<file path="src/design/drp_params.svh">
// register map, field positions, reset values and timing of the ddc repeater
`ifndef DRP_PARAMS_SVH
`define DRP_PARAMS_SVH

// register byte offsets, one aligned 32-bit word each
`define DRP_OFS_CTRL       8'h00
`define DRP_OFS_STATUS     8'h04

// control register fields
`define DRP_CTRL_PGATE     0
`define DRP_CTRL_PEN       1
`define DRP_CTRL_SEL_LO    2

// control register reset values
`define DRP_RST_PGATE      1'h1
`define DRP_RST_PEN        1'h1

// status register fields
`define DRP_ST_EN          0
`define DRP_ST_PWR         1
`define DRP_ST_SCL_LO      2
`define DRP_ST_SDA_LO      6

// ahb-lite encodings
`define DRP_HTRANS_SEQ_BIT 1
`define DRP_HRESP_OKAY     1'h0

// timing: system clock and standard-mode bus period
`define DRP_CLK_PERIOD_NS  10
`define DRP_STD_PERIOD_NS  10000

`endif

</file>
<file path="src/design/drp_pkg.sv">
// types shared by the ddc repeater design
package drp_pkg;

   // per-line state: which side started the current low
   typedef enum logic [3:0] {
      st_idle  = 4'h1,
      st_r_low = 4'h2,
      st_t_low = 4'h4,
      st_t_rel = 4'h8
   } drp_state_t;

endpackage

</file>
<file path="src/design/drp_repeater.sv">
// ddc repeater top: pin sampling, enable logic, ahb-lite registers, two lines
//
// How it works
// - gated mode: enable is power AND path enable
// - bypass mode: enable follows path enable while the device is powered, source power ignored
// - power indicator comes from selected source port
// - path enable active high, undriven means enabled
// - drivers follow r side only while powered, enabled
// - r side low drives t side low
// - r side high releases t side
// - external t low drives r side low
// - t release frees r, t held until r rises
// - standard-mode traffic passes on both segments
//
// The address map and the AHB-Lite register port were decided locally.
`timescale 1ns/1ps
`include "drp_params.svh"

module drp_repeater #(
   parameter int N_SRC = 4,
   parameter int SEL_W = 2
) (
   // clock and reset
   input  wire logic             clk,
   input  wire logic             rst,
   // ahb-lite slave
   input  wire logic             hsel,
   input  wire logic [31:0]      haddr,
   input  wire logic [1:0]       htrans,
   input  wire logic             hwrite,
   input  wire logic [2:0]       hsize,
   input  wire logic [31:0]      hwdata,
   input  wire logic             hready,
   output logic                  hreadyout,
   output logic [31:0]           hrdata,
   output logic                  hresp,
   // configuration pins
   input  wire logic             pin_config_select,
   input  wire logic             path_enable,
   input  wire logic             path_enable_driven,
   input  wire logic [SEL_W-1:0] src_select,
   input  wire logic [N_SRC-1:0] source_power_indicator,
   input  wire logic             device_powered,
   // r side scl
   input  wire logic             r_scl_i,
   output logic                  r_scl_o,
   output logic                  r_scl_oe,
   // r side sda
   input  wire logic             r_sda_i,
   output logic                  r_sda_o,
   output logic                  r_sda_oe,
   // t side scl, reads low only when pulled below the low threshold
   input  wire logic             t_scl_i,
   output logic                  t_scl_o,
   output logic                  t_scl_oe,
   // t side sda, reads low only when pulled below the low threshold
   input  wire logic             t_sda_i,
   output logic                  t_sda_o,
   output logic                  t_sda_oe,
   // repeater enable seen by the drivers
   output logic                  repeater_en
);

   localparam int SW = 8 + N_SRC + SEL_W;
   localparam int PAD_CTRL = 32 - 2 - SEL_W;
   localparam int PAD_STATUS = 32 - 10;
   localparam int STD_CYC = `DRP_STD_PERIOD_NS / `DRP_CLK_PERIOD_NS;
   localparam int FWD_MAX = 2;

   // lines idle high and path enable defaults on until a pin drives it
   localparam logic [SW-1:0] SYNC_RST = {
      {4{1'h1}}, 1'h0, {N_SRC{1'h0}}, {SEL_W{1'h0}}, 1'h0, 1'h1, 1'h0
   };

   // address match used by the read and the write decode
   function automatic logic ofs_hit(input logic [31:0] a, input logic [7:0] ofs);
      return (a[7:0] == ofs) && (a[31:8] == 24'h0);
   endfunction

   // ------------------------------------------------------------------
   // pin sampling
   // ------------------------------------------------------------------
   logic [SW-1:0] sync_raw;
   logic [SW-1:0] sync1_q;
   logic [SW-1:0] sync2_q;

   // every input pin except clock, reset and the ahb-lite port crosses two flops before any logic looks at it
   assign sync_raw = {r_scl_i, r_sda_i, t_scl_i, t_sda_i, device_powered,
                      source_power_indicator, src_select, path_enable_driven,
                      path_enable, pin_config_select};

   // two-stage synchroniser; only stage two reads stage one
   always_ff @(posedge clk or posedge rst) begin
      if (rst) begin
         sync1_q <= SYNC_RST;
         sync2_q <= SYNC_RST;
      end else begin
         sync1_q <= sync_raw;
         sync2_q <= sync1_q;
      end
   end

   logic             gcs_s;
   logic             pen_s;
   logic             pen_drv_s;
   logic [SEL_W-1:0] sel_s;
   logic [N_SRC-1:0] pwr_s;
   logic             powered_s;
   logic             r_scl_s;
   logic             r_sda_s;
   logic             t_scl_s;
   logic             t_sda_s;

   // unpack the synchronised pins
   assign gcs_s     = sync2_q[0];
   assign pen_s     = sync2_q[1];
   assign pen_drv_s = sync2_q[2];
   assign sel_s     = sync2_q[3 +: SEL_W];
   assign pwr_s     = sync2_q[3 + SEL_W +: N_SRC];
   assign powered_s = sync2_q[3 + SEL_W + N_SRC];
   assign t_sda_s   = sync2_q[4 + SEL_W + N_SRC];
   assign t_scl_s   = sync2_q[5 + SEL_W + N_SRC];
   assign r_sda_s   = sync2_q[6 + SEL_W + N_SRC];
   assign r_scl_s   = sync2_q[7 + SEL_W + N_SRC];

   // ------------------------------------------------------------------
   // control registers
   // ------------------------------------------------------------------
   logic             pgate_q;
   logic             pen_reg_q;
   logic [SEL_W-1:0] sel_reg_q;
   logic             en_q;

   // ------------------------------------------------------------------
   // enable logic
   // ------------------------------------------------------------------
   logic             pen_pin;
   logic             pen_eff;
   logic [SEL_W-1:0] sel_eff;
   logic             sel_pwr;
   logic             gate_on;
   logic             en_d;

   // a floating path enable pin reads as enabled, like a pull-up
   assign pen_pin = pen_drv_s ? pen_s : 1'h1;
   // pin select high: config from pins; low: config from registers
   assign pen_eff = gcs_s ? pen_pin : pen_reg_q;
   assign sel_eff = gcs_s ? sel_s : sel_reg_q;
   // power of whichever source port feeds this output
   assign sel_pwr = pwr_s[sel_eff];
   // power gating is forced on by the pin select, else taken from the register
   assign gate_on = gcs_s | pgate_q;
   // an unpowered device keeps both drivers off whatever the pins say
   assign en_d = powered_s & (gate_on ? (sel_pwr & pen_eff) : pen_eff);

   // registered enable keeps glitches from the select mux off the line machines
   always_ff @(posedge clk or posedge rst) begin
      if (rst) begin
         en_q <= 1'h0;
      end else begin
         en_q <= en_d;
      end
   end

   assign repeater_en = en_q;

   // ------------------------------------------------------------------
   // line channels
   // ------------------------------------------------------------------
   logic                scl_r_drive;
   logic                scl_t_drive;
   logic                sda_r_drive;
   logic                sda_t_drive;
   drp_pkg::drp_state_t scl_state;
   drp_pkg::drp_state_t sda_state;

   // t inputs only read low for a hard external pull, never for our own low
   drp_line u_scl (
      .clk     (clk),
      .rst     (rst),
      .en      (en_q),
      .r_low   (~r_scl_s),
      .t_low   (~t_scl_s),
      .r_drive (scl_r_drive),
      .t_drive (scl_t_drive),
      .state   (scl_state)
   );

   drp_line u_sda (
      .clk     (clk),
      .rst     (rst),
      .en      (en_q),
      .r_low   (~r_sda_s),
      .t_low   (~t_sda_s),
      .r_drive (sda_r_drive),
      .t_drive (sda_t_drive),
      .state   (sda_state)
   );

   // open drain: data always low, enable high while we pull the line
   assign r_scl_o  = 1'h0;
   assign r_sda_o  = 1'h0;
   assign t_scl_o  = 1'h0;
   assign t_sda_o  = 1'h0;
   assign r_scl_oe = scl_r_drive;
   assign r_sda_oe = sda_r_drive;
   assign t_scl_oe = scl_t_drive;
   assign t_sda_oe = sda_t_drive;

   // ------------------------------------------------------------------
   // ahb-lite slave, zero wait states
   // ------------------------------------------------------------------
   logic        ahb_take;
   logic        rd_take;
   logic        wr_take_ctrl;
   logic [31:0] rd_ctrl;
   logic [31:0] rd_status;
   logic [31:0] rd_mux;
   logic        wr_ctrl_q;
   logic [31:0] hrdata_q;

   // only single word transfers are expected, so hsize is not decoded
   assign ahb_take     = hsel & hready & htrans[`DRP_HTRANS_SEQ_BIT];
   assign rd_take      = ahb_take & ~hwrite;
   assign wr_take_ctrl = ahb_take & hwrite & ofs_hit(haddr, `DRP_OFS_CTRL);

   // read views; status is read only and unmapped words read zero
   assign rd_ctrl   = {{PAD_CTRL{1'h0}}, sel_reg_q, pen_reg_q, pgate_q};
   assign rd_status = {{PAD_STATUS{1'h0}}, sda_state, scl_state, sel_pwr, en_q};
   assign rd_mux    = ofs_hit(haddr, `DRP_OFS_CTRL)   ? rd_ctrl   :
                      ofs_hit(haddr, `DRP_OFS_STATUS) ? rd_status : 32'h0;

   // address phase: remember a control write, load read data for the data phase
   always_ff @(posedge clk or posedge rst) begin
      if (rst) begin
         wr_ctrl_q <= 1'h0;
         hrdata_q  <= 32'h0;
      end else begin
         wr_ctrl_q <= wr_take_ctrl;
         if (rd_take) begin
            hrdata_q <= rd_mux;
         end
      end
   end

   // data phase: control fields take hwdata; status writes fall away
   always_ff @(posedge clk or posedge rst) begin
      if (rst) begin
         pgate_q   <= `DRP_RST_PGATE;
         pen_reg_q <= `DRP_RST_PEN;
         sel_reg_q <= '0;
      end else if (wr_ctrl_q) begin
         pgate_q   <= hwdata[`DRP_CTRL_PGATE];
         pen_reg_q <= hwdata[`DRP_CTRL_PEN];
         sel_reg_q <= hwdata[`DRP_CTRL_SEL_LO +: SEL_W];
      end
   end

   assign hreadyout = 1'h1;
   assign hresp     = `DRP_HRESP_OKAY;
   assign hrdata    = hrdata_q;
endmodule

</file>
<file path="src/design/drp_line.sv">
// one repeated open-drain line (scl or sda) between the r and t segments
`timescale 1ns/1ps

module drp_line (
   // clock and reset
   input  wire logic          clk,
   input  wire logic          rst,
   // repeater enable
   input  wire logic          en,
   // sampled levels, high means the line reads low
   input  wire logic          r_low,
   input  wire logic          t_low,
   // drivers, high pulls the line low
   output logic               r_drive,
   output logic               t_drive,
   output drp_pkg::drp_state_t state
);

   drp_pkg::drp_state_t state_q;
   drp_pkg::drp_state_t state_d;

   // next state: the origin of each low is remembered so our own low never echoes back
   always_comb begin
      state_d = state_q;
      if (!en) begin
         state_d = drp_pkg::st_idle;
      end else begin
         unique case (state_q)
            drp_pkg::st_idle: begin
               // an external t low wins: it drives both sides, which also covers an r low
               if (t_low) begin
                  state_d = drp_pkg::st_t_low;
               end else if (r_low) begin
                  state_d = drp_pkg::st_r_low;
               end
            end
            drp_pkg::st_r_low: begin
               if (t_low) begin
                  state_d = drp_pkg::st_t_low;
               end else if (!r_low) begin
                  state_d = drp_pkg::st_idle;
               end
            end
            drp_pkg::st_t_low: begin
               // r reads low here from our own drive, so only t decides
               if (!t_low) begin
                  state_d = drp_pkg::st_t_rel;
               end
            end
            drp_pkg::st_t_rel: begin
               // r may still read low for a few cycles from our released drive
               if (t_low) begin
                  state_d = drp_pkg::st_t_low;
               end else if (!r_low) begin
                  state_d = drp_pkg::st_idle;
               end
            end
         endcase
      end
   end

   // state register
   always_ff @(posedge clk or posedge rst) begin
      if (rst) begin
         state_q <= drp_pkg::st_idle;
      end else begin
         state_q <= state_d;
      end
   end

   // drivers decode straight from the one-hot state flops
   assign r_drive = (state_q == drp_pkg::st_t_low);
   assign t_drive = (state_q != drp_pkg::st_idle);
   assign state   = state_q;

endmodule

</file>
<file path="config.mk">
export PLATFORM = sky130hd
export DESIGN_NAME = drp_repeater
export DESIGN_NICKNAME = d
export VERILOG_FILES = /design/src/design/drp_pkg.sv /design/src/design/drp_repeater.sv /design/src/design/drp_line.sv
export VERILOG_INCLUDE_DIRS = /design/src /design/src/design
export SDC_FILE = /design/constraint.sdc
export NUM_CORES = 1
export LEC_CHECK = 0
export ABC_AREA = 1
export BUFFER_PORTS_ARGS = -buffer_cell sky130_fd_sc_hd__buf_4
export CAP_MARGIN = 20
export CORE_MARGIN = 2
export CORE_UTILIZATION = 47
export DETAILED_ROUTE_END_ITERATION = 16
export MAX_ROUTING_LAYER = met4
export PLACE_DENSITY = 0.85
export SLEW_MARGIN = 20
export SYNTH_ARGS = -nofsm -noshare
export SYNTH_HDL_FRONTEND = slang
export SYNTH_SLANG_ARGS = --single-unit
</file>
<file path="constraint.sdc">
create_clock -name clk -period 3.63 [get_ports clk]
set_input_delay 0.1815 -clock clk [delete_from_list [all_inputs] [get_ports clk]]
set_output_delay 0.1815 -clock clk [all_outputs]
set_load 0.02 [all_outputs]
</file>
---- Word level (Yosys, flattened, before mapping) ----
Index checks and enable logic that the tools add are counted.
storage, ports and cells
  bits in registers ....................... 74
  input bits .............................. 88
  output and inout bits ................... 43
  logic and storage cells ................. 67
cells by class
  magnitude comparators ................... 1
  equal/unequal tests ..................... 17
  multiplexer cells ....................... 22
  bitwise operators ....................... 9
  reductions and logical operators ........ 8
operators with widths
  operator            number
  $mux 4              12
  $logic_not 24->1    1
  $pmux 4 s3          2
  $mux 10             2
  $ne 4x4->1 const B  4
  $eq 4x1->1 const B  2
  $eq 4x2->1 const B  2
  $eq 4x3->1 const B  2
  $eq 4x4->1 const B  2
  $eq 8x3->1 const B  1
  $logic_not 8->1     1
  $ne 4x1->1 const B  2
  $and 1x1->1         7
  $ne 3x3->1 const B  2
  $reduce_and 3->1    2
  $mux 1              4
  $reduce_or 2->1     2
  $lt 2x3->1 const B  1
  $bmux 1 s2          1
  $logic_and 1x1->1   2
  $mux 2              1
  $not 1->1           1
  $or 1x1->1          1

---- Logic depth before layout (Yosys ltp) ----
Gate-level depths: netlist of run 1.
  word-level depth ........................ 6
  mapped depth ............................ 10
  mapped depth without buffers ............ 10

---- By module ----
Synthesis of run 1 repeated with hierarchy kept, for this count alone.
unflattened totals
  cell total of the unflattened synthesis .. 299
  area, all modules ....................... 2544.9 sq um
modules (own cells, without submodules)
  module        times used  cells each  area each (sq um)  seq. area each (sq um)
  drp_repeater  1           185         1861.8             1116.1
  drp_line      2           57          341.6              101.3

---- Worst setup path after synthesis of run 1 ----
Ideal clock, no wire load.
  kind .................................... register to register
  start ................................... reg u_sda.state_q[1] (netlist: u_sda.state[1])
  end ..................................... reg u_sda.state_q[1] (netlist: u_sda.state[1])
  setup time .............................. 126 ps
  data arrival time ....................... 1217 ps
  required time ........................... 3504 ps
  path slack .............................. 2286 ps
  cell stages (with the launch flop) ...... 7
  path buffers ............................ 0
  period minus slack after synthesis ...... 1344 ps
  cell sequence ........................... dfrtp_1 > inv_1 > nand2_1 > nor3_2 > a21oi_1 > nand2_2 > o21ai_0
on the way
  elaborated cells between the ends (all ways) .. 11
  classes of those cells .................. 7 x eq/ne; 2 x mux; 2 x reduce/logical
RTL lines
  item                                                                RTL line            text
  from (decl)                                                         drp_line.sv:19      drp_pkg::drp_state_t state_q;
  from (signal assigned)                                              drp_line.sv:65      state_q <= drp_pkg::st_idle;
  from (signal assigned)                                              drp_line.sv:67      state_q <= state_d;
  $eq 4x3->1 *                                                        --
  via r_sda_oe                                                        drp_repeater.sv:51  output logic r_sda_oe,
  $ne 3x3->1 (no source line) / $pmux 4 s3 (equally long branches)    --
  $reduce_and 3->1 (no source line) / $mux 4 (equally long branches)  --
The timed path passes the listed nets; every way through them passes the cells marked *.
A chain may end at the register's enable or synchronous reset.

---- Final worst setup path of run 1 ----
  start ................................... reg u_sda.state_q[1] (netlist: u_sda.state[1])
  end ..................................... out r_sda_oe
on the way
  cells in the longest elaborated chain, start to end .. 1
ends and longest elaborated chain
  item        RTL line            text
  $eq 4x3->1  drp_line.sv:72      assign r_drive = (state_q == drp_pkg::st_t_low);
  to (decl)   drp_repeater.sv:51
Every way passes these cells.

==> reports/metrics.yaml, run 1 <==
rows: 25
clock_sinks: 52
reg2regPathDepth: 6
cts_buffer_depth: 2
crit_chain: "inv_1, nand2_1, nor3_2, buf_4"
period_share_pct: 42.49
synthMuxAreaShare_pct: 0
cts_tree: "built"
routed_via_density: 4.419
placed_cell_area_um2: 2813
outcome: "finished, final reports clean"
rsz0062_at_grt: "no"
fin_area_um2: 3047
cts.hold.buffers_added: 14
finalHoldViolations: 0
worst_pin_slew_ns: 0.8193
power_density_nw_per_um2: 358.6
die_w_um: 74.20
final_max_slew_viol_count: 0
cts_buffers: 5
via_count: 1781
syn_to_final_growth_pct: 31.55
portBuffers: 70
period_minus_slack_ns: 1.542
fillers: 366
power_uw: 1093
die_y_um: 74.20
arrival_ns: 1.36
synth.distinct_cells: 26
cts_resized: 0
yosysSeqAreaShare_pct: 56.94
ant_nets: 0
place.detailed.hpwl_mm: 2.988
nets: 423
max_clock_freq_ghz: 0.6483
synth-simple-area-share_pct: 23.45
placeableCoreArea_um2: 4723
syn_inst: 246
cp_max_fo: 4
remaining_drc_errors: 0
synthAdderAreaFrac_pct: 0
synthXorXnorAreaFrac_pct: 0
antenna_found_initial: 0
drv_cap: 0
start_util_pct: 49.03
drt_wl_total_mm: 3.981
fin_util_pct: 64.50
slew_headroom_pct: 45.38
grtUsageTotal_pct: 16.53
grt-ovfl-total: 0
wl_per_cell_um: 9.878
drt_pass1_iterations: 4
synth_top_family_by_area: "simple AND/OR/NAND/NOR gates"
cp-end-kind: "output port"
worstPathRequired_ns: 3.45
drt_iter0_markers: 103
p_leak_uw: 0.001525
place_congestion: 0.7778
clk_pin_slew_worst_paths_ns: 0.09
cts_root_buffer: "clkbuf_8"
clk_latency_ns: 0.30
postCtsSetupBuffers: 0
slowest_stage: "dfrtp_1"
ys_warn_count: 0
yosys_register_bits: 52
io_pins: 131
antennaDiodeCount: 0
whs_ns: 0.005767
start_kind: "flop"
post_route_cells_drive_above_1_share_pct: 33.93
slowest_delay_ns: 0.42
setup_viol_count_final: 0
grt_max_degree: 53
syn_avg_cell_area_um2: 9.415
grt_pass1_vias: 1688
setup_tns_ns: 0
htreeDepth: 2
peakVddDrop_mv: 0.3169
clock_skew_ns: 0.003792
synth_compound_gate_area_share_pct: 6.159
synth_area_um2: 2316
grt_pass1_wl_mm: 6.720
path_class: "reg -> out"
die_area_um2: 5505
hold_class: "in -> async"
==> metrics by stage <==
stage	instances	setup slack, ns
after floorplan	272	2.214
after global placement	381	2.382
after detailed placement	381	2.349
after CTS	403	2.070
after global routing	403	2.008
final	403	2.088
==> where the power goes <==
group | total, uW | internal, uW | switching [uW]
Sequential | 621 | 608 | 13.8
Clock | 320 | 136 | 183
Combinational | 152 | 68.4 | 83.4
Total | 1090 | 812 | 280
==> cell usage after synthesis (all sizes together) <==
| master | instances | share of area, % |
|---|---|---|
| nand2 | 52 | 8.9 |
| dfrtp | 38 | 41 |
| nor2 | 33 | 6.3 |
| buf | 28 | 9.1 |
| inv | 25 | 4.1 |
| nand3 | 21 | 4.8 |
| o21ai | 16 | 4.4 |
| dfstp | 14 | 16 |
| nand4 | 7 | 1.9 |
| a21oi | 3 | 0.81 |
| nor3 | 3 | 1.1 |
| conb | 2 | 0.32 |
| a31oi | 1 | 0.27 |
| nor3b | 1 | 0.54 |
| o221ai | 1 | 0.38 |
| o22ai | 1 | 0.27 |
==> metal layers <==
layer  up-vias  wire length (um)  share of wire, %  track usage (%)
li1        903                 -                 -                -
met1       802              1473                37            15.58
met2        72              2135                54            31.65
met3         4               326               8.2            4.065
met4         0                46               1.2            6.465
met5         -                 0                 0                -
==> registers in the layout (all words and copies together), names as in the netlist <==
signal and flops:
pgate_q 1, sel_reg_q 2, u_sda.state 4, repeater_en 1, u_scl.state 4, wr_ctrl_q 1, hrdata 10, pen_reg_q 1
sync1_q 14, sync2_q 14
==> placed cells by master, fill, tap and decap left out, types with 2 or more instances in the layout <==
| master | instances |
|---|---|
| o21ai_0 | 9 |
| conb_1 | 28 |
| a21oi_1 | 2 |
| nor2_2 | 6 |
| o21ai_2 | 6 |
| clkbuf_8 | 5 |
| nand2_1 | 50 |
| buf_4 | 70 |
| dfstp_2 | 14 |
| nand4_1 | 7 |
| dfrtp_1 | 38 |
| nor2_1 | 26 |
| inv_1 | 23 |
| nor3_2 | 2 |
| clkinvlp_4 | 2 |
| dlygate4sd3_1 | 14 |
| nand3_1 | 20 |
==> worst max-delay path, delay by kind of cell (launching register included) <==
family	cells	cell delay [ns]
buffers and inverters	2	0.31
flip-flops	1	0.42
AND/OR/NAND/NOR	2	0.34
==> cell families (layout without fill, tap and decap cells) <==
logic type | count (synthesis) | in the layout
AOI/OAI and AO/OA | 22 | 22
DFF | 52 | 52
other | 2 | 28
and+or+nand+nor | 117 | 117
buffers and inverters | 53 | 117
==> final cells by class <==
type / count / area [um^2] / share of cell area (%)
timing repair buffer: 84 / 665.6 / 21.85
clock buffer: 5 / 68.82 / 2.259
inverter: 25 / 95.09 / 3.121
multi-input combinational: 167 / 790.8 / 25.95
clock inverter: 3 / 23.77 / 0.7803
tap: 67 / 83.83 / 2.752
sequential: 52 / 1319 / 43.29
==> path summary, 6_finish.rpt <==
| kind | from | endpoint | slack, ns |
|---|---|---|---|
| setup / recovery | u_sda.state[1] | r_sda_oe | 2.09 |
| hold / removal | rst | sync1_q[9] | 0.006 |
| setup reg to reg | u_sda.state[1] | u_sda.state[1] | 2.34 |
| hold reg to reg | sync1_q[7] | sync2_q[7] | 0.35 |
| max in group asynchronous | rst | u_sda.state[3] | 3.13 |
| min in group clk | hwdata[2] | sel_reg_q[0] | 0.08 |
(Power assumes the default switching activity.)
==> run 2, diff against run 1 <==
Settings changed: ABC_AREA 1 to 0, CORE_UTILIZATION 47 to 38, PLACE_DENSITY 0.85 to 0.75.
Clock period 3.63 ns to 1.4 ns, I/O delays scaled along.
==> run 2 against run 1 <==
  * The flow now finishes with violations (setup timing)
  * Utilization decreased by 7.8 points
  * Via count down 11%
  * Sequential power grew to 2.6 times the previous value
  * Clock power grew to 2.7 times the previous value
  * Routed wire length rose by 3.1%
  * Global-route usage decreased by 2.4 points
  * Sequential share of layout area decreased by 0.69 points
  * First-iteration DRC count decreased by 43%
  * Synthesized area decreased by 7.3%
  * Critical path depth shrank 1
  * Cell count down 14%
  * Non-clock buffer count rose by 21
  * Critical path type is now reg -> reg
  * Highest routed layer unchanged
==> reports/metrics.yaml, run 2 <==
outcome: "finished with violations"
violations: "setup timing"
ant_nets: 0
placed_cell_area_um2: 2739
synth_top_cell_by_area: "dfrtp_1"
mostFrequentLayoutCell: "buf_4"
synth_area_um2: 2146
grt_pass1_wl_mm: 6.693
cts_buffers: 5
final_max_slew_viol_count: 0
grt_max_degree: 53
nets: 361
cts_root_buffer: "clkbuf_8"
synth_most_common_cell: "dfrtp_1"
cp-end-kind: "flop"
layout_common_cells: "buf_4 (81), dfrtp_1 (36), conb_1 (28), dlygate4sd3_1 (20), dfstp_2 (14)"
drt_wl_total_mm: 4.103
fin_area_um2: 3102
slowest_stage: "mux4_2"
power_density_nw_per_um2: 907.6
antenna_found_initial: 0
drv_cap: 0
yosys_register_bits: 52
start_kind: "flop"
path_delay_family: "multiplexers"
placeableCoreArea_um2: 5473
peakVddDrop_mv: 0.5557
cts_tree: "built"
clk_pin_slew_worst_paths_ns: 0.10
drt_iter0_markers: 59
antennaDiodeCount: 0
cts_buffer_depth: 2
async_flop_share_pct: 100.0
placed_cells: 314
ys_top_cells_by_count: "dfrtp_1 (38), buf_4 (28), dfstp_2 (14)"
ys_warn_count: 0
post_route_cells_drive_above_1_share_pct: 44.89
setup_viol_count_final: 3
yosysSeqAreaShare_pct: 61.46
p_leak_uw: 0.001476
place_ws_ns: -0.1786
remaining_drc_errors: 0
clk_latency_ns: 0.31
die_w_um: 79.15
period_share_pct: 112.5
htreeDepth: 2
die_y_um: 79.15
place.detailed.hpwl_mm: 2.926
path_class: "reg -> reg"
via_count: 1584
syn_inst: 167
grtUsageTotal_pct: 14.08
slowest_delay_ns: 0.55
setup_tns_ns: -0.3469
worstPathRequired_ns: 1.60
period_minus_slack_ns: 1.574
hold_class: "in -> reg"
synth.area.top_cells: "dfrtp_1 (44%), dfstp_2 (17%), buf_4 (9.8%), nor4_1 (2.9%), a22o_1 (2.4%)"
instances_no_fill: 346
path_buf_inv: 0
syn_avg_cell_area_um2: 12.85
cp_max_fo: 3
ys.flop_type: "dfrtp_1"
fillers: 460
max_clock_freq_ghz: 0.6352
rsz0062_at_grt: "yes"
grt_pass1_vias: 1501
crit_chain: "mux2i_1, mux4_2, a221o_1"
finalHoldViolations: 0
rows: 27
synth.distinct_cells: 31
place_congestion: 0.7487
grt-ovfl-total: 0
syn_to_final_growth_pct: 44.55
wl_per_cell_um: 11.86
clock_skew_ns: 0.008774
portBuffers: 70
start_util_pct: 39.21
fin_ws_ns: -0.1743
synth_edf_count: 0
drt_pass1_iterations: 4
synth_top_area_share_pct: 44.31
routed_via_density: 4.578
clock_sinks: 52
die_area_um2: 6264
io_pins: 131
arrival_ns: 1.78
-- run 2: repair_timing --
| item | CTS | global route |
|---|---|---|
| pin swaps | 2 | 1 |
| cloned | 0 | 0 |
| hold endpoints to repair | 56 | 1 |
| setup buffers | 2 | 3 |
| hold buffers | 19 | 1 |
| gates resized for setup | 10 | 0 |
| endpoints found under the setup margin | 6 | 5 |
-- run 2: path summary, 6_finish.rpt --
check | slack, ns | start | depth (start not counted) | endpoint
min reg2reg | 0.35 | sync1_q[3] | 0 | sync2_q[3]
max | -0.17 | sync2_q[0] | 3 | hrdata[1]
max reg2reg | -0.17 | sync2_q[0] | 3 | hrdata[1]
max in group asynchronous | 0.75 | rst | 4 | sync1_q[10]
min in group asynchronous | 0.37 | rst | 4 | sync2_q[3]
min | 0.006 | hwrite | 3 | wr_ctrl_q
-- run 2: layer usage --
layer,up-vias,GRT usage [%],part of all wire (%)
li1,757,-,-
met1,754,16.73,42
met2,67,22.97,48
met3,6,3.977,8.3
met4,0,5.172,1.5
met5,-,-,0
-- run 2: stage by stage --
step | util [%] | power, uW | hold slack (ns)
3_3_place_gp | 50.05 | 1912 | 0.1400
2_1_floorplan | - | 1813 | 0.07448
5_1_grt | 56.68 | 2968 | 0.02273
4_1_cts | 56.22 | 2848 | 0.001546
6_report | 56.68 | 2815 | 0.006113
3_5_place_dp | 50.05 | 1917 | 0.1438
-- run 2: kinds of logic after synthesis --
logic type | after synthesis | share of synthesized area (%)
flip-flops | 52 | 61.46
AND/OR/NAND/NOR | 44 | 13.59
buffers and inverters | 37 | 11.37
AO/OA/AOI/OAI | 23 | 8.280
multiplexers | 8 | 4.548
other | 2 | 0.3500
XOR/XNOR | 1 | 0.4082
-- run 2: tightest hold or removal path: stages --
cell     delay, ns
buf_4         0.11
nand4_1       0.06
nor4_1        0.04
-- run 2: power breakdown --
group	switching, uW	total [uW]	internal, uW
clock	507	871	365
combinational	170	358	188
sequential	23.7	1590	1560
-- run 2: layout make-up --
cell class / instances / area, um^2 / area share [%]
well taps: 72 / 90.09 / 2.904
multi-input cells: 104 / 715.7 / 23.07
repair buffers: 105 / 862.1 / 27.79
clock inverters: 3 / 25.02 / 0.8068
flip-flops and latches: 52 / 1321 / 42.60
clock buffers: 5 / 68.82 / 2.219
inverters: 5 / 18.77 / 0.6051
==> run 3, diff against run 2 <==
Settings changed: CTS_CLUSTER_DIAMETER set to 150, SETUP_SLACK_MARGIN set to 0.2.
==> run 3 against run 2 <==
  * The flow still finishes with violations (setup timing)
  * Die area stayed put
  * Clock-buffer cell count is the same
  * Clock power up 17%
  * Hold slack improved by 0.0062 ns
  * Largest power group unchanged
==> reports/metrics.yaml, run 3 (same netlist as run 2, synthesis figures left out) <==
place.detailed.hpwl_mm: 3.204
ant_nets: 0
path_class: "reg -> reg"
place_congestion: 0.8496
drt_wl_total_mm: 4.585
arrival_ns: 1.79
seqCellArea_um2: 1320
outcome: "finished with violations"
drt_iter0_markers: 113
grt_pass1_wl_mm: 7.527
multi_input_area_um2: 797.0
via_count: 1620
cts_tree: "built"
drt_pass1_iterations: 4
clk_pin_slew_worst_paths_ns: 0.09
antennaDiodeCount: 0
max_clock_freq_ghz: 0.6291
setup_tns_ns: -0.5277
cts_root_buffer: "clkbuf_8"
htreeDepth: 2
clock_skew_ns: 0.009421
nets: 366
routed_via_density: 4.615
cp_max_fo: 3
wl_per_cell_um: 13.06
grt_pass1_vias: 1606
die_y_um: 79.15
cts_buffers: 5
clk_latency_ns: 0.31
violations: "setup timing"
mostFrequentLayoutCell: "buf_4"
clock_sinks: 52
setup_viol_count_final: 5
remaining_drc_errors: 0
rows: 27
worstPathRequired_ns: 1.60
grtUsageTotal_pct: 15.85
die_area_um2: 6264
placeableCoreArea_um2: 5473
start_util_pct: 39.21
hold_class: "in -> reg"
grt-ovfl-total: 0
grt_max_degree: 31
portBuffers: 70
start_kind: "flop"
power_density_nw_per_um2: 918.6
die_w_um: 79.15
fillers: 477
period_minus_slack_ns: 1.590
peakVddDrop_mv: 0.6787
drv_cap: 0
p_leak_uw: 0.001531
whs_ns: 0.01231
antenna_found_initial: 0
fin_ws_ns: -0.1895
layout_common_cells: "buf_4 (78), dfrtp_1 (37), conb_1 (28), dlygate4sd3_1 (19), dfstp_2 (14)"
cts_buffer_depth: 2
cp-end-kind: "flop"
final_max_slew_viol_count: 0
period_share_pct: 113.5
post_route_cells_drive_above_1_share_pct: 49.10
rsz0062_at_grt: "yes"
finalHoldViolations: 0
syn_to_final_growth_pct: 52.48
io_pins: 131
## run 3: cell count changes in the layout (fill, tap and decap cells not counted), moves of 2 or more
cell	delta
buf_6	+9
inv_6	-2
nor4_2	+2
nor4_4	+3
buf_4	-3
nor4_1	-5
## run 3: report_power, final
group / internal [uW] / total [uW] / switching [uW]
Sequential: 1560 / 1590 / 24.8
Combinational: 209 / 400 / 191
Clock: 529 / 1020 / 490
## run 3: path summary, 6_finish.rpt
check,from,to,slack (ns),depth (start not counted)
setup / recovery,sync2_q[0],hrdata[1],-0.19,3
hold / removal,hwdata[2],sel_reg_q[0],0.01,2
setup reg to reg,sync2_q[0],hrdata[1],-0.19,3
hold reg to reg,sync1_q[6],sync2_q[6],0.35,0
max in group asynchronous,rst,sync1_q[10],0.48,4
min in group asynchronous,rst,sync2_q[4],0.35,3
## run 3: cell type report
type | instances | share of cell area [%]
tap | 72 | 2.753
multi-input combinational | 104 | 24.36
clock inverter | 3 | 1.300
clock buffer | 5 | 2.103
inverter | 5 | 0.6883
sequential | 52 | 40.34
timing repair buffer | 110 | 28.45
## run 3: metal layers
metal  track usage (%)  up-vias  part of all wire, %
met4             5.862        0                  1.7
met3             3.409       10                  5.1
met5                 -        -                    0
met2             25.08       58                   53
met1             20.18      790                   40
li1                  -      762                    -
## run 3: metrics by stage
step / power (uW) / utilization (%) / std cells / setup slack (ns) / area [um^2]
2_1_floorplan: 1820 / - / 193 / -0.1859 / 2318
3_3_place_gp: 1928 / 51.05 / 314 / -0.1544 / 2794
3_5_place_dp: 1935 / 51.05 / 314 / -0.1887 / 2794
4_1_cts: 3017 / 58.44 / 347 / -0.2004 / 3198
5_1_grt: 3145 / 59.79 / 351 / -0.2856 / 3272
6_report: 3006 / 59.79 / 351 / -0.1895 / 3272
## run 3: critical path: stages (launching register included)
cell and delay (ns):
dfrtp_1 0.37, mux2i_1 0.24, mux4_2 0.55, a221o_1 0.33
## run 3: repair_timing
item / 4_1_cts / 5_1_grt
setup buffers: 6 / 4
resized for setup: 15 / 9
pin swaps: 7 / 5
endpoints found under the setup margin: 9 / 20
endpoints found under the hold margin: 37 / 0
hold buffers: 19 / 0
